<file path="config.mk">
export PLATFORM = sky130hd
export DESIGN_NAME = lfl_top
export DESIGN_NICKNAME = d
export VERILOG_FILES = /design/src/rtl/lfl_pkg.sv /design/src/rtl/lfl_fault_detect.sv /design/src/rtl/lfl_range_decode.sv /design/src/rtl/lfl_top.sv
export SDC_FILE = /design/constraint.sdc
export NUM_CORES = 1
export LEC_CHECK = 0
export ABC_AREA = 0
export BUFFER_PORTS_ARGS = -buffer_cell sky130_fd_sc_hd__buf_2
export CAP_MARGIN = 20
export CORE_MARGIN = 2
export CORE_UTILIZATION = 32
export CTS_CLUSTER_DIAMETER = 200
export CTS_CLUSTER_SIZE = 40
export DETAILED_ROUTE_END_ITERATION = 7
export PLACE_DENSITY = 0.51
export SETUP_SLACK_MARGIN = 0.1
export SYNTH_ARGS = -nofsm -noshare
export SYNTH_HDL_FRONTEND = slang
export SYNTH_SLANG_ARGS = --single-unit
</file>
<file path="constraint.sdc">
create_clock -name mclk -period 13.65 [get_ports mclk]
set_input_delay 4.095 -clock mclk [delete_from_list [all_inputs] [get_ports mclk]]
set_output_delay 4.095 -clock mclk [all_outputs]
set_load 0.01 [all_outputs]
</file>
<file path="src/rtl/lfl_pkg.sv">
package lfl_pkg;

    // ----------------------------------------
    // Widths
    // ----------------------------------------
    localparam int ADDR_W = 4;
    localparam int DATA_W = 16;
    localparam int DAC_W = 8;

    // ----------------------------------------
    // Register offsets
    // ----------------------------------------
    localparam logic [ADDR_W-1:0] REG_CTRL = 4'h0;
    localparam logic [ADDR_W-1:0] REG_BIAS = 4'h1;
    localparam logic [ADDR_W-1:0] REG_MOD = 4'h2;
    localparam logic [ADDR_W-1:0] REG_PEAK = 4'h3;
    localparam logic [ADDR_W-1:0] REG_PD_SET = 4'h4;
    localparam logic [ADDR_W-1:0] REG_RANGE = 4'h5;
    localparam logic [ADDR_W-1:0] REG_STATUS = 4'h6;
    localparam logic [ADDR_W-1:0] REG_IRQ_STAT = 4'h7;
    localparam logic [ADDR_W-1:0] REG_IRQ_MASK = 4'h8;
    localparam logic [ADDR_W-1:0] REG_PD_MEAS = 4'h9;

    // ----------------------------------------
    // Field positions and reset values
    // ----------------------------------------
    localparam int CTRL_ENA_BIT = 0;
    localparam int CTRL_FAULT_HANDLING_ENABLE_BIT = 1;
    localparam logic [DATA_W-1:0] CTRL_RESET = 16'h0003;
    localparam logic [DATA_W-1:0] RANGE_RESET = 16'h0000;
    localparam logic [DAC_W-1:0] DAC_RESET = 8'h00;
    localparam int RNG_MOD_LSB = 0;
    localparam int RNG_XPT_LSB = 2;
    localparam int RNG_SLOPE_LSB = 4;
    localparam int RNG_SIGN_BIT = 8;
    localparam int IRQ_W = 4;
    localparam int IRQ_MON = 0;
    localparam int IRQ_PD = 1;
    localparam int IRQ_DROP = 2;
    localparam int IRQ_FAULT = 3;

    // ----------------------------------------
    // Modulation scale factors, in 1/256
    // ----------------------------------------
    localparam logic [8:0] MOD_SCALE_FULL = 9'h100;
    localparam logic [8:0] MOD_SCALE_0833 = 9'h0d5;
    localparam logic [8:0] MOD_SCALE_066 = 9'h0a9;
    localparam logic [8:0] MOD_SCALE_05 = 9'h080;
    localparam int MOD_SCALE_SHIFT = 8;

    // ----------------------------------------
    // Timing
    // ----------------------------------------
    localparam int CLK_PERIOD_PS = 5000;
    localparam int CLEAR_TIME_NS = 10000;
    localparam int NEGATE_TIME_NS = 1000;
    localparam int CLEAR_CYC = (CLEAR_TIME_NS * 1000 + CLK_PERIOD_PS - 1) / CLK_PERIOD_PS;
    localparam int NEGATE_CYC = (NEGATE_TIME_NS * 1000 + CLK_PERIOD_PS - 1) / CLK_PERIOD_PS;

    // ----------------------------------------
    // Types
    // ----------------------------------------
    typedef enum logic [1:0] {
        LFL_RUN = 2'b00,
        LFL_FAULT = 2'b01,
        LFL_OFF = 2'b10,
        LFL_WAKE = 2'b11
    } lfl_state_t;

    typedef struct packed {
        logic dac_drop;
        logic pd_over;
        logic mon_over;
    } lfl_cond_t;

    typedef struct packed {
        logic [DAC_W-1:0] bias;
        logic [DAC_W-1:0] modul;
        logic [DAC_W-1:0] peak;
    } lfl_drive_t;

endpackage

</file>
<file path="src/rtl/lfl_fault_detect.sv">
`timescale 1ns/1ps
module lfl_fault_detect #(
    parameter int DAC_W = lfl_pkg::DAC_W
) (
    // Clock and reset
    input wire logic mclk,
    input wire logic rst,
    // Comparator pin, monitor node above reference
    input wire logic mon_above_ref_pin,
    // Photodiode measurement and limit
    input wire logic [DAC_W-1:0] pd_meas,
    input wire logic [DAC_W-1:0] pd_set,
    // Bias update
    input wire logic bias_wr,
    input wire logic [DAC_W-1:0] bias_new,
    input wire logic [DAC_W-1:0] bias_old,
    // Fault conditions
    output lfl_pkg::lfl_cond_t cond
);

    // Refuse widths the compares cannot serve
    if (DAC_W < 2) begin : g_bad_width
        $error("lfl_fault_detect DAC_W too small");
    end

    logic mon_s1;
    logic mon_s2;
    logic [DAC_W+1:0] pd_twice;
    logic [DAC_W+1:0] set_thrice;
    logic [DAC_W:0] new_twice;

    // Two-stage synchroniser for the comparator pin
    always_ff @(posedge mclk or posedge rst) begin
        if (rst) begin
            mon_s1 <= 1'b0;
            mon_s2 <= 1'b0;
        end else begin
            mon_s1 <= mon_above_ref_pin;
            mon_s2 <= mon_s1;
        end
    end

    // Scaled operands for the compares
    assign pd_twice = {1'b0, pd_meas, 1'b0};
    assign set_thrice = {2'b00, pd_set} + {1'b0, pd_set, 1'b0};
    assign new_twice = {bias_new, 1'b0};

    // Registered fault conditions
    always_ff @(posedge mclk or posedge rst) begin
        if (rst) begin
            cond <= '0;
        end else begin
            cond.mon_over <= mon_s2;
            cond.pd_over <= pd_twice > set_thrice;
            cond.dac_drop <= bias_wr && (new_twice < {1'b0, bias_old});
        end
    end

endmodule

</file>
<file path="src/rtl/lfl_range_decode.sv">
`timescale 1ns/1ps
module lfl_range_decode #(
    parameter int DAC_W = lfl_pkg::DAC_W
) (
    // Settings
    input wire logic [DAC_W-1:0] mod_code,
    input wire logic [1:0] modulation_range_reduce,
    input wire logic [1:0] crossing_adjust_span,
    input wire logic tsensor_slope_sign,
    input wire logic [3:0] tsensor_slope_magnitude,
    // Decoded values
    output logic [DAC_W-1:0] mod_scaled,
    output logic [8:0] mod_step,
    output logic [3:0] xpt_span_sel,
    output logic signed [4:0] tsensor_slope_offset
);

    logic [DAC_W+8:0] product;
    logic signed [4:0] mag_ext;

    // Range and step reduction factor
    always_comb begin
        case (modulation_range_reduce)
            2'b00: mod_step = lfl_pkg::MOD_SCALE_FULL;
            2'b01: mod_step = lfl_pkg::MOD_SCALE_0833;
            2'b10: mod_step = lfl_pkg::MOD_SCALE_066;
            2'b11: mod_step = lfl_pkg::MOD_SCALE_05;
            default: mod_step = lfl_pkg::MOD_SCALE_FULL;
        endcase
    end

    // Scaled modulation code
    assign product = {9'h000, mod_code} * {{DAC_W{1'b0}}, mod_step};
    assign mod_scaled = product[lfl_pkg::MOD_SCALE_SHIFT +: DAC_W];

    // One-hot span select, lowest bit is the narrowest span
    always_comb begin
        xpt_span_sel = 4'h0;
        xpt_span_sel[crossing_adjust_span] = 1'b1;
    end

    // Signed slope shift, sign zero means negative
    assign mag_ext = $signed({1'b0, tsensor_slope_magnitude});
    assign tsensor_slope_offset = tsensor_slope_sign ? mag_ext : -mag_ext;

endmodule

</file>
<file path="src/rtl/lfl_top.sv">
`timescale 1ns/1ps
// How it works
// - Flag fault while monitor node voltage exceeds the tempco reference node.
// - Flag fault while photodiode current exceeds 150 percent of its set value.
// - Flag fault when bias DAC drops by more than half in one write.
// - Any fault with handling enabled forces bias, modulation, peaking to zero.
// - Qualifying fault raises fault output and latches it until recovery.
// - Fault output stays low while disable pin high or enable bit low.
// - Fault gone at release: resume prior settings after the negate time.
// - Fault still present at release: fault output returns, stay stopped.
// - Modulation range field scales range and step by 1, 0.833, 0.66, 0.5.
// - Cross point span field: 00 narrowest, 11 widest.
// - Slope adjust: sign bit zero means negative, four-bit magnitude.
module lfl_top #(
    parameter int DAC_W = lfl_pkg::DAC_W,
    parameter int CLEAR_CYC = lfl_pkg::CLEAR_CYC,
    parameter int NEGATE_CYC = lfl_pkg::NEGATE_CYC
) (
    // Clock and reset
    input wire logic mclk,
    input wire logic rst,
    // Register port
    input wire logic [lfl_pkg::ADDR_W-1:0] addr,
    input wire logic [lfl_pkg::DATA_W-1:0] wdata,
    input wire logic wr,
    input wire logic rd,
    output logic [lfl_pkg::DATA_W-1:0] rdata,
    // Pins and measurement
    input wire logic transmit_disable_pin,
    input wire logic mon_above_ref_pin,
    input wire logic [DAC_W-1:0] pd_meas,
    // Current drive
    output lfl_pkg::lfl_drive_t drive,
    // Analog settings
    output logic [8:0] mod_step,
    output logic [3:0] xpt_span_sel,
    output logic signed [4:0] tsensor_slope_offset,
    // Fault and interrupt
    output logic fault_output,
    output logic irq
);

    localparam int TMR_MAX = (CLEAR_CYC > NEGATE_CYC) ? CLEAR_CYC : NEGATE_CYC;
    localparam int TMR_W = $clog2(TMR_MAX + 1);
    localparam logic [TMR_W-1:0] CLEAR_LAST = TMR_W'(CLEAR_CYC - 1);
    localparam logic [TMR_W-1:0] NEGATE_LAST = TMR_W'(NEGATE_CYC - 1);

    // Refuse timing counts and widths the logic cannot serve
    if (CLEAR_CYC < 1 || NEGATE_CYC < 1 || DAC_W < 2 || DAC_W > lfl_pkg::DATA_W) begin : g_bad_params
        $error("lfl_top parameters out of range");
    end
    // ----------------------------------------
    // Declarations
    // ----------------------------------------
    logic [lfl_pkg::DATA_W-1:0] ctrl;
    logic [lfl_pkg::DATA_W-1:0] range_cfg;
    logic [DAC_W-1:0] bias_code;
    logic [DAC_W-1:0] mod_code;
    logic [DAC_W-1:0] peak_code;
    logic [DAC_W-1:0] pd_set;
    logic [lfl_pkg::IRQ_W-1:0] irq_stat;
    logic [lfl_pkg::IRQ_W-1:0] irq_mask;
    logic [lfl_pkg::IRQ_W-1:0] irq_event;
    logic [lfl_pkg::IRQ_W-1:0] irq_clear;
    logic dis_s1;
    logic dis_s2;
    logic disabled;
    logic fault_handling_enable;
    logic internal_enable_bit;
    logic qualifying;
    logic fault_latch;
    logic fault_latch_d;
    logic bias_wr;
    lfl_pkg::lfl_cond_t cond;
    lfl_pkg::lfl_cond_t cond_d;
    lfl_pkg::lfl_state_t state;
    lfl_pkg::lfl_state_t next_state;
    logic [TMR_W-1:0] tmr;
    logic [DAC_W-1:0] mod_scaled;
    logic [8:0] dec_step;
    logic [3:0] dec_span;
    logic signed [4:0] dec_slope;
    logic [lfl_pkg::DATA_W-1:0] next_rdata;

    // ----------------------------------------
    // Pin synchroniser and control decode
    // ----------------------------------------
    // Two flops on the disable pin
    always_ff @(posedge mclk or posedge rst) begin
        if (rst) begin
            dis_s1 <= 1'b0;
            dis_s2 <= 1'b0;
        end else begin
            dis_s1 <= transmit_disable_pin;
            dis_s2 <= dis_s1;
        end
    end

    assign internal_enable_bit = ctrl[lfl_pkg::CTRL_ENA_BIT];
    assign fault_handling_enable = ctrl[lfl_pkg::CTRL_FAULT_HANDLING_ENABLE_BIT];
    assign disabled = dis_s2 || !internal_enable_bit;
    assign qualifying = (cond.mon_over || cond.pd_over || cond.dac_drop) && fault_handling_enable;
    assign bias_wr = wr && (addr == lfl_pkg::REG_BIAS);

    // ----------------------------------------
    // Fault detection and settings decode
    // ----------------------------------------
    lfl_fault_detect #(
        .DAC_W(DAC_W)
    ) u_detect (
        .mclk(mclk),
        .rst(rst),
        .mon_above_ref_pin(mon_above_ref_pin),
        .pd_meas(pd_meas),
        .pd_set(pd_set),
        .bias_wr(bias_wr),
        .bias_new(wdata[DAC_W-1:0]),
        .bias_old(bias_code),
        .cond(cond)
    );

    lfl_range_decode #(
        .DAC_W(DAC_W)
    ) u_decode (
        .mod_code(mod_code),
        .modulation_range_reduce(range_cfg[lfl_pkg::RNG_MOD_LSB +: 2]),
        .crossing_adjust_span(range_cfg[lfl_pkg::RNG_XPT_LSB +: 2]),
        .tsensor_slope_sign(range_cfg[lfl_pkg::RNG_SIGN_BIT]),
        .tsensor_slope_magnitude(range_cfg[lfl_pkg::RNG_SLOPE_LSB +: 4]),
        .mod_scaled(mod_scaled),
        .mod_step(dec_step),
        .xpt_span_sel(dec_span),
        .tsensor_slope_offset(dec_slope)
    );

    // ----------------------------------------
    // Software registers
    // ----------------------------------------
    // Writable settings, kept through faults
    always_ff @(posedge mclk or posedge rst) begin
        if (rst) begin
            ctrl <= lfl_pkg::CTRL_RESET;
            range_cfg <= lfl_pkg::RANGE_RESET;
            bias_code <= lfl_pkg::DAC_RESET;
            mod_code <= lfl_pkg::DAC_RESET;
            peak_code <= lfl_pkg::DAC_RESET;
            pd_set <= lfl_pkg::DAC_RESET;
        end else if (wr) begin
            case (addr)
                lfl_pkg::REG_CTRL: ctrl <= wdata;
                lfl_pkg::REG_RANGE: range_cfg <= wdata;
                lfl_pkg::REG_BIAS: bias_code <= wdata[DAC_W-1:0];
                lfl_pkg::REG_MOD: mod_code <= wdata[DAC_W-1:0];
                lfl_pkg::REG_PEAK: peak_code <= wdata[DAC_W-1:0];
                lfl_pkg::REG_PD_SET: pd_set <= wdata[DAC_W-1:0];
                default: ;
            endcase
        end
    end

    // Read mux, data valid only in the cycle after the strobe
    always_comb begin
        next_rdata = '0;
        case (addr)
            lfl_pkg::REG_CTRL: next_rdata = ctrl;
            lfl_pkg::REG_RANGE: next_rdata = range_cfg;
            lfl_pkg::REG_BIAS: next_rdata[DAC_W-1:0] = bias_code;
            lfl_pkg::REG_MOD: next_rdata[DAC_W-1:0] = mod_code;
            lfl_pkg::REG_PEAK: next_rdata[DAC_W-1:0] = peak_code;
            lfl_pkg::REG_PD_SET: next_rdata[DAC_W-1:0] = pd_set;
            lfl_pkg::REG_PD_MEAS: next_rdata[DAC_W-1:0] = pd_meas;
            lfl_pkg::REG_STATUS: next_rdata[7:0] = {dis_s2, fault_latch, state, 1'b0, cond};
            lfl_pkg::REG_IRQ_STAT: next_rdata[lfl_pkg::IRQ_W-1:0] = irq_stat;
            lfl_pkg::REG_IRQ_MASK: next_rdata[lfl_pkg::IRQ_W-1:0] = irq_mask;
            default: next_rdata = '0;
        endcase
    end

    always_ff @(posedge mclk or posedge rst) begin
        if (rst) begin
            rdata <= '0;
        end else begin
            rdata <= rd ? next_rdata : '0;
        end
    end

    // ----------------------------------------
    // Fault latch state machine
    // ----------------------------------------
    always_comb begin
        next_state = state;
        case (state)
            lfl_pkg::LFL_RUN: begin
                if (disabled) begin
                    next_state = lfl_pkg::LFL_OFF;
                end else if (qualifying) begin
                    next_state = lfl_pkg::LFL_FAULT;
                end
            end
            lfl_pkg::LFL_FAULT: begin
                if (disabled) begin
                    next_state = lfl_pkg::LFL_OFF;
                end
            end
            lfl_pkg::LFL_OFF: begin
                if (!disabled) begin
                    if (fault_latch || qualifying) begin
                        next_state = lfl_pkg::LFL_FAULT;
                    end else begin
                        next_state = lfl_pkg::LFL_WAKE;
                    end
                end
            end
            lfl_pkg::LFL_WAKE: begin
                if (disabled) begin
                    next_state = lfl_pkg::LFL_OFF;
                end else if (qualifying) begin
                    next_state = lfl_pkg::LFL_FAULT;
                end else if (tmr == NEGATE_LAST) begin
                    next_state = lfl_pkg::LFL_RUN;
                end
            end
            default: next_state = lfl_pkg::LFL_RUN;
        endcase
    end

    // State register, normal operation after reset
    always_ff @(posedge mclk or posedge rst) begin
        if (rst) begin
            state <= lfl_pkg::LFL_RUN;
        end else begin
            state <= next_state;
        end
    end

    // Shared timer for clear hold and turn-on delay
    always_ff @(posedge mclk or posedge rst) begin
        if (rst) begin
            tmr <= '0;
        end else if (next_state != state) begin
            tmr <= '0;
        end else if (state == lfl_pkg::LFL_OFF || state == lfl_pkg::LFL_WAKE) begin
            if (tmr != TMR_W'(TMR_MAX)) begin
                tmr <= tmr + 1'b1;
            end
        end
    end

    // Latch sets on a qualifying fault, clears after a long enough disable
    always_ff @(posedge mclk or posedge rst) begin
        if (rst) begin
            fault_latch <= 1'b0;
        end else if (next_state == lfl_pkg::LFL_FAULT) begin
            fault_latch <= 1'b1;
        end else if (state == lfl_pkg::LFL_OFF && disabled && tmr == CLEAR_LAST) begin
            fault_latch <= 1'b0;
        end
    end

    // Fault pin masked while disabled
    always_ff @(posedge mclk or posedge rst) begin
        if (rst) begin
            fault_output <= 1'b0;
        end else begin
            fault_output <= fault_latch && !disabled;
        end
    end

    // ----------------------------------------
    // Current drive and analog settings
    // ----------------------------------------
    // Drive only in normal operation, settings restored on return
    always_ff @(posedge mclk or posedge rst) begin
        if (rst) begin
            drive <= '0;
        end else if (state == lfl_pkg::LFL_RUN && !qualifying) begin
            drive.bias <= bias_code;
            drive.modul <= mod_scaled;
            drive.peak <= peak_code;
        end else begin
            drive <= '0;
        end
    end

    always_ff @(posedge mclk or posedge rst) begin
        if (rst) begin
            mod_step <= lfl_pkg::MOD_SCALE_FULL;
            xpt_span_sel <= 4'h1;
            tsensor_slope_offset <= '0;
        end else begin
            mod_step <= dec_step;
            xpt_span_sel <= dec_span;
            tsensor_slope_offset <= dec_slope;
        end
    end

    // ----------------------------------------
    // Interrupts
    // ----------------------------------------
    // Rising edges of monitor, photodiode and latch, drop condition as is, clear strobe
    assign irq_event[lfl_pkg::IRQ_MON] = cond.mon_over && !cond_d.mon_over;
    assign irq_event[lfl_pkg::IRQ_PD] = cond.pd_over && !cond_d.pd_over;
    assign irq_event[lfl_pkg::IRQ_DROP] = cond.dac_drop;
    assign irq_event[lfl_pkg::IRQ_FAULT] = fault_latch && !fault_latch_d;
    assign irq_clear = (wr && addr == lfl_pkg::REG_IRQ_STAT) ? wdata[lfl_pkg::IRQ_W-1:0] : '0;

    // Sticky status, write one to clear, new event wins; delayed copies feed the edge detect
    always_ff @(posedge mclk or posedge rst) begin
        if (rst) begin
            cond_d <= '0;
            fault_latch_d <= 1'b0;
            irq_stat <= '0;
            irq_mask <= '0;
            irq <= 1'b0;
        end else begin
            cond_d <= cond;
            fault_latch_d <= fault_latch;
            irq_stat <= (irq_stat & ~irq_clear) | irq_event;
            if (wr && addr == lfl_pkg::REG_IRQ_MASK) begin
                irq_mask <= wdata[lfl_pkg::IRQ_W-1:0];
            end
            irq <= |(irq_stat & irq_mask);
        end
    end
endmodule
</file>
==> reports/qor.csv, run 1 <==
metric;value;unit
Worst-Margin Slew;0.8852;ns
Die Area;28770;um2
ANT cells;0;
type of origin of the critical path;primary input;
crit path DAT;6.15;ns
Final Hold Viols;0;
Max Cap Viol;0;
status;complete, no violations;
clk sinks;152;
Setup TNS;0;ns
H-tree Lvls;4;
sequential share of the synthesized area;43.40;%
I/O Buffers;92;
post-DR wirelength/cell;17.35;um
vias post-DR;5954;
worst setup path class;primary input to register;
Cells after Synth;785;
gr ovfl total;0;
setup ws final;7.806;ns
IO Count;94;
ANT nets after route;0;
core area;26950;um2
Hold WC Path Type;register to register;
Tcrit/Tclk final;42.82;%
PwrDens;175.1;nW/um2
global-route wire length before repair;33.68;mm
cell area after placement;9544;um2
crit-path max FO;31;
# setup viols final;0;
Post-Route WL;21.27;mm
critical path required time;13.96;ns
CTS tree;yes;
RSZ-0062 raised after global routing;no;
clock skew after layout;0.009335;ns
Post-Route Utilization;37.53;%
Worst-path clk slew;0.07;ns
cell leakage power;0.004923;uW
die width;169.6;um
Post-synth EDFFs;0;
Worst slew margin;40.84;%
Tot Pwr;1770;uW
layout cells sized above 1;26.10;%
Cell Area, Synth;8776;um2
critical-path cell list;buf_2, nor2b_1, and2_1, nand2_2, mux2_1;
maximum vdd drop;0.00008959;V
clk buf depth;2;
# resized after CTS;0;
die height;169.6;um
drc violations;0;
Tot GR Track Use;15.39;%
TritonCTS buffer count;17;
Final Cell Area;10110;um2
Syn Area/Cell;11.18;um2
vias per cell;4.856;
Initial Utilization;32.56;%
Final #Nets;995;
Crit. End Element;register;
Rows;60;
pin count of the biggest net entering global routing;89;
synth-to-layout area growth;15.24;%
Top FF cell, synth;dfrtp_1;
Tmin final;5.844;ns
crit path max-delay cell type;buf_2;
max incr delay on CP;0.49;ns
synth unique cells;77;
max-slew violation count;0;
DP Wirelength;15.62;mm
clock root cell;clkbuf_16;
Initial DRC Count;330;
synthesis-stage register bit count;152;
drt first pass iters;5;
Clk Latency, worst-skew pair;0.43;ns
RePlAce Congestion;0.8120;
Setup Buffers After CTS;0;
initial antenna violation count;1;
number of global-route vias before repair;5895;
Max Freq;171.1;MHz
Syn. warnings;0;
ys async rst share;100.0;%
# hold bufs at CTS;0;
pre-CTS setup slack;7.378;ns
==> worst paths after layout <==
check / startpoint / end / slack (ns) / cells past startpoint
min in group asynchronous: rst / mod_step[7] / 3.81 / 2
worst min register to register: u_detect.mon_s2 / u_detect.cond[0] / 0.35 / 0
worst max register to register: range_cfg[1] / drive[15] / 8.76 / 17
worst max-delay path: addr[2] / range_cfg[2] / 7.81 / 5
worst min-delay path: u_detect.mon_s2 / u_detect.cond[0] / 0.35 / 0
max in group asynchronous: rst / tsensor_slope_offset[0] / 8.45 / 3
==> synth_stat cells, types with 14 or more instances <==
| library cell | number | area share (%) |
|---|---|---|
| and2_1 | 32 | 2.3 |
| xor2_1 | 21 | 2.1 |
| mux2_2 | 73 | 9.4 |
| fa_1 | 22 | 5.0 |
| a22oi_1 | 14 | 1.2 |
| o21ai_0 | 20 | 1.1 |
| nand2_1 | 39 | 1.7 |
| nor2_1 | 47 | 2.0 |
| ha_1 | 67 | 9.6 |
| nor2b_1 | 23 | 1.6 |
| xnor2_1 | 15 | 1.5 |
| dfrtp_1 | 148 | 42 |
| inv_1 | 67 | 2.9 |
| a21oi_1 | 28 | 1.6 |
==> layout make-up <==
cell class,instances,area (um2)
fill,2695,16840
multi-input combinational,538,4566
sequential,152,3809
timing repair buffer,95,483.0
clock buffer,18,429.2
tap,341,426.7
inverter,68,260.3
clock inverter,14,140.1
==> registers in the layout, summed over array words and instances, names as in the netlist, 4 cells and up <==
signal,count
bias_code,8
ctrl,16
drive,24
irq_mask,4
irq_stat,4
mod_code,8
mod_step,5
pd_set,8
peak_code,8
range_cfg,16
rdata,16
tmr,11
tsensor_slope_offset,5
xpt_span_sel,4
==> stage by stage <==
stage,instances,hold WS [ns]
finish,1226,0.3516
global placement,1194,0.3359
floorplan,786,0.3312
CTS,1226,0.3542
detailed placement,1194,0.3385
global route,1226,0.3563
==> power breakdown <==
| group | switching, uW | internal (uW) |
|---|---|---|
| registers | 82.1 | 539 |
| clock network | 206 | 256 |
| logic | 379 | 309 |
| total | 667 | 1100 |
==> layer usage <==
| layer | share of wire, % | GRT usage (%) | vias up | wire [um] |
|---|---|---|---|---|
| met4 | 1.5 | 4.757 | 2 | 319 |
| li1 | - | - | 2877 | - |
| met1 | 50 | 22.34 | 2948 | 10570 |
| met3 | 3.5 | 3.218 | 21 | 738 |
| met2 | 45 | 22.96 | 106 | 9634 |
| met5 | 0.052 | 0 | - | 11 |
==> cell families (layout without fill, tap and decap cells) <==
group | after synthesis | in the layout | synth area share (%)
AO/OA/AOI/OAI | 111 | 111 | 9.125
multiplexers | 88 | 88 | 11.66
XOR/XNOR | 36 | 36 | 3.593
buffers and inverters | 96 | 195 | 4.619
other | 1 | 2 | 0.04273
flip-flops | 152 | 152 | 43.40
AND/OR/NAND/NOR | 211 | 211 | 12.87
adder cells (fa/ha/maj) | 90 | 90 | 14.68
==> placed cells by master, fill, tap and decap left out, drive strengths merged, types with 3 or more instances in the layout <==
master,instances
a31oi,6
dfrtp,148
nand3b,3
buf,95
o21ai,21
a21oi,28
dfstp,4
or2,4
a22oi,15
and2,32
nor4,3
nand2,42
ha,67
inv,73
nor3,13
a21o,8
clkbuf,18
clkinvlp,3
mux4,4
nor2,49
nand3,11
nand4,6
nand2b,12
fa,22
mux2i,10
mux2,74
o21bai,3
xnor2,15
nor2b,24
clkinv,5
xor2,21
==> worst max-delay path: cells and delay by family <==
| kind | cells | cell delay (ns) |
|---|---|---|
| buf+inv | 1 | 0.49 |
| simple gates | 3 | 1.14 |
| mux | 1 | 0.41 |
Power figures use the tool's default switching activity.
==> inputs of run 2 (changes only) <==
- clock period: 13.65 -> 5.9 ns (I/O delays scaled with it)
==> reports/qor.csv, run 2 (synthesis gave the netlist of run 1 again) <==
metric;value;unit
Tcrit/Tclk final;81.75;%
Die Area;28770;um2
vias per cell;4.868;
# resized after CTS;0;
TritonCTS buffer count;17;
clk sinks;152;
synth-to-layout area growth;15.63;%
worst setup path class;register to register;
internal power;2566;uW
I/O Buffers;92;
clk buf depth;2;
# setup viols final;0;
Tot GR Track Use;15.50;%
maximum vdd drop;0.0001928;V
Max Freq;207.3;MHz
Max Cap Viol;0;
initial antenna violation count;2;
Crit. End Element;register;
number of global-route vias before repair;6132;
gr ovfl total;0;
type of origin of the critical path;register;
Worst slew margin;39.74;%
max-slew violation count;0;
post-DR wirelength/cell;17.29;um
most common cell after layout, fill and taps aside;dfrtp_1;
sw power;1550;uW
layout cells sized above 1;26.10;%
Biggest register;drive;
Worst-path clk slew;0.07;ns
clock root cell;clkbuf_16;
Hold WC Path Type;register to register;
global-route wire length before repair;34.26;mm
CP Launch Point;range_cfg[1];
IO Count;94;
DP Wirelength;15.45;mm
Worst Hold End;dis_s2;
Final #Nets;995;
reg-to-reg endpoint;drive[15];
Rows;60;
hold slack;0.3542;ns
Sw Ratio;37.66;%
Crit Reg-Reg Startpoint;range_cfg[1];
Worst-Margin Slew;0.9017;ns
die width;169.6;um
Clock Power Share;26.6;%
cell leakage power;0.004935;uW
most frequent cells in the layout;148 x dfrtp_1, 92 x buf_2, 73 x mux2_2, 67 x ha_1, 66 x inv_1;
CTS tree;yes;
Tmin final;4.823;ns
RePlAce Congestion;0.7691;
RSZ-0062 raised after global routing;no;
crit-path max FO;9;
hold wc startpoint;dis_s1;
drc violations;0;
drt first pass iters;4;
reg-to-reg slack, setup;1.08;ns
H-tree Lvls;4;
PwrDens;405.7;nW/um2
status;complete, no violations;
die height;169.6;um
Reg2Reg Depth;17;
# hold bufs at CTS;0;
Initial Utilization;32.56;%
Setup TNS;0;ns
core area;26950;um2
clock skew after layout;0.01412;ns
Clk Latency, worst-skew pair;0.43;ns
max reg flops;24;
Reg power frac;34.6;%
vias post-DR;5978;
ANT nets after route;0;
crit path DAT;5.17;ns
Final Hold Viols;0;
WHS Path Cells;0;
Post-Route Utilization;37.65;%
Post-Route WL;21.24;mm
Comb power frac;38.7;%
Initial DRC Count;305;
critical path required time;6.25;ns
Setup Buffers After CTS;0;
Tot Pwr;4117;uW
pin count of the biggest net entering global routing;134;
run 2: cell types whose count changed in the layout (fill, tap and decap cells not counted):
cell / change
diode_2: +2
clkinv_8: +1
buf_12: +1
clkinvlp_4: -1
buf_4: -1
clkinv_4: +2
clkinv_2: -2
run 2: metrics by stage:
stage | area, um2 | setup WS (ns) | std cells
floorplan | 8783 | 1.352 | 786
global placement | 9555 | 1.203 | 1194
detailed placement | 9555 | 1.095 | 1194
CTS | 10140 | 1.053 | 1226
global route | 10140 | 0.7856 | 1227
finish | 10150 | 1.077 | 1228
run 2: layout make-up:
type | count | area [um2]
fillers | 2640 | 16800
diodes | 2 | 5.005
multi-input cells | 538 | 4566
repair buffers | 95 | 495.5
flip-flops and latches | 152 | 3809
inverters | 68 | 259.0
clock inverters | 14 | 157.7
well taps | 341 | 426.7
clock buffers | 18 | 429.2
run 2: how the worst max path moves through the flow:
stage / to / cells past startpoint
final: drive[15] / 17
after global routing: drive[15] / 17
after CTS: drive[15] / 17
after detailed placement: drive[15] / 17
after global placement: drive[15] / 16
after floorplan: drive[15] / 18
run 2: power by group through the flow:
stage               Clock, uW  Combinational (uW)  Sequential [uW]
floorplan                   0                1240             1400
global placement            0                1600             1440
detailed placement          0                1620             1450
CTS                      1130                1630             1430
global route             1170                1850             1450
finish                   1100                1590             1430
run 2: worst max-delay path, stage by stage, from the launching register on:
cell       delay [ns]
dfrtp_1          0.42
inv_1            0.10
ha_1             0.34
and2_1           0.26
ha_1             0.28
a21o_1           0.21
fa_1             0.49
fa_1             0.49
inv_1            0.05
fa_1             0.53
inv_1            0.04
ha_1             0.20
nor3_2           0.22
o41ai_4          0.14
a41oi_4          0.30
o21bai_2         0.14
a2111oi_0        0.37
o21bai_1         0.16
run 2: layer usage:
layer / GRT usage (%) / vias to the layer above / wire (um)
met3: 2.589 / 20 / 712
li1: - / 2878 / -
met2: 24.33 / 102 / 9840
met4: 4.868 / 0 / 295
met5: 0 / - / 0
met1: 21.89 / 2978 / 10390
==> inputs of run 3 (changes only) <==
- PLACE_DENSITY: 0.51 -> 0.52
- clock period: 5.9 -> 4.1 ns (I/O delays scaled with it)
==> reports/qor.csv, run 3 (synthesis gave the netlist of run 1 again) <==
metric;value;unit
Tcrit/Tclk final;102.6;%
cell leakage power;0.005224;uW
Initial DRC Count;407;
maximum vdd drop;0.0002412;V
placed cell count;1244;
Hold WC Path Type;register to register;
core area;26950;um2
layout cells sized above 1;33.23;%
RePlAce Congestion;0.8158;
Setup TNS;-0.3096;ns
Die Area;28770;um2
I/O Buffers;92;
Worst-path clk slew;0.06;ns
max reg flops;24;
Biggest register;drive;
Rows;60;
Post-Route WL;21.88;mm
fin cells;1280;
global-route wire length before repair;34.75;mm
Worst-Margin Slew;0.8683;ns
post-DR wirelength/cell;17.09;um
ANT nets after route;0;
most common cell after layout, fill and taps aside;dfrtp_1;
initial antenna violation count;2;
most frequent cells in the layout;148 x dfrtp_1, 92 x buf_2, 73 x mux2_2, 62 x inv_1, 57 x ha_1;
Tot GR Track Use;15.79;%
pin count of the biggest net entering global routing;46;
Max Cap Viol;0;
clk buf depth;2;
worst setup path class;register to register;
drt first pass iters;5;
clock root cell;clkbuf_16;
CTS tree;yes;
setup ws final;-0.1074;ns
Final Hold Viols;0;
Crit. End Element;register;
critical path required time;4.45;ns
crit-path max FO;6;
crit path DAT;4.55;ns
Final #Nets;1049;
FILL cells;2630;
max-slew violation count;0;
die height;169.6;um
RSZ-0062 raised after global routing;yes;
clk sinks;152;
vias post-DR;6273;
# setup viols final;5;
synth-to-layout area growth;22.61;%
H-tree Lvls;4;
vias per cell;4.901;
pre-CTS setup slack;-0.2152;ns
Max Freq;237.7;MHz
failing checks;setup timing;
gr ovfl total;0;
die width;169.6;um
type of origin of the critical path;register;
status;finished, violations left;
IO Count;94;
drc violations;0;
Clk Latency, worst-skew pair;0.44;ns
DP Wirelength;16.48;mm
Worst slew margin;41.99;%
hold slack;0.3543;ns
Post-Route Utilization;39.93;%
ANT cells;0;
Initial Utilization;32.56;%
PwrDens;602.4;nW/um2
TritonCTS buffer count;17;
Tmin final;4.207;ns
number of global-route vias before repair;6328;
clock skew after layout;0.01965;ns
==> run 3: final timing paths <==
check	from	endpoint	slack (ns)	cells past startpoint
min reg2reg	u_detect.mon_s2	u_detect.cond[0]	0.35	0
max	range_cfg[0]	drive[15]	-0.11	17
max reg2reg	range_cfg[0]	drive[15]	-0.11	17
min	u_detect.mon_s2	u_detect.cond[0]	0.35	0
max in group asynchronous	rst	mod_step[8]	2.31	3
min in group asynchronous	rst	tmr[9]	0.97	2
==> run 3: worst max-delay path, cell delays in order, from the launching register on <==
cell and delay [ns]:
dfrtp_1 0.41, buf_6 0.13, ha_4 0.17, and2_4 0.17
ha_4 0.22, a21o_1 0.20, fa_1 0.46, fa_1 0.51
inv_1 0.05, fa_1 0.47, inv_1 0.05, ha_2 0.19
nor3_4 0.19, o41ai_4 0.13, a41oi_4 0.21, o21bai_2 0.11
a2111oi_2 0.31, o21bai_1 0.15
==> run 3: layer usage <==
layer	track usage, %	up-vias	share of wire (%)
met2	25.41	141	47
met5	0	-	0
met3	2.659	18	4.1
met4	4.868	0	1.5
li1	-	2985	-
met1	21.79	3129	47
==> run 3: final cells by class <==
class                           count  area, um2  share of cell area, %
Timing Repair Buffer              149      917.1                  8.523
Clock buffer                       20      456.7                  4.244
Inverter                           68      259.0                  2.407
Sequential cell                   152       3809                  35.40
Multi-Input combinational cell    538       4726                  43.92
Clock inverter                     12      166.4                  1.547
Tap cell                          341      426.7                  3.965
==> run 3: power breakdown <==
group	total, uW	internal [uW]	leakage, uW	switching, uW
Combinational	2760	1350	0.00301	1420
Clock	1680	1000	0.000291	679
Sequential	2040	1790	0.00192	245
==> run 3: per-stage QoR <==
| step | power (uW) | area, um2 |
|---|---|---|
| 2_1_floorplan | 3897 | 8872 |
| 3_3_place_gp | 4744 | 10020 |
| 3_5_place_dp | 4758 | 10020 |
| 4_1_cts | 6574 | 10760 |
| 5_1_grt | 7009 | 10760 |
| 6_report | 6482 | 10760 |
==> run 3: repair_timing <==
action                                  in CTS  in global routing
gates resized for setup                     22                  1
endpoints found under the setup margin       8                  8
buffers inserted                             4                  0
hold buffers                                 0                  0
hold endpoints to repair                     0                  0
pin swaps                                    5                  1
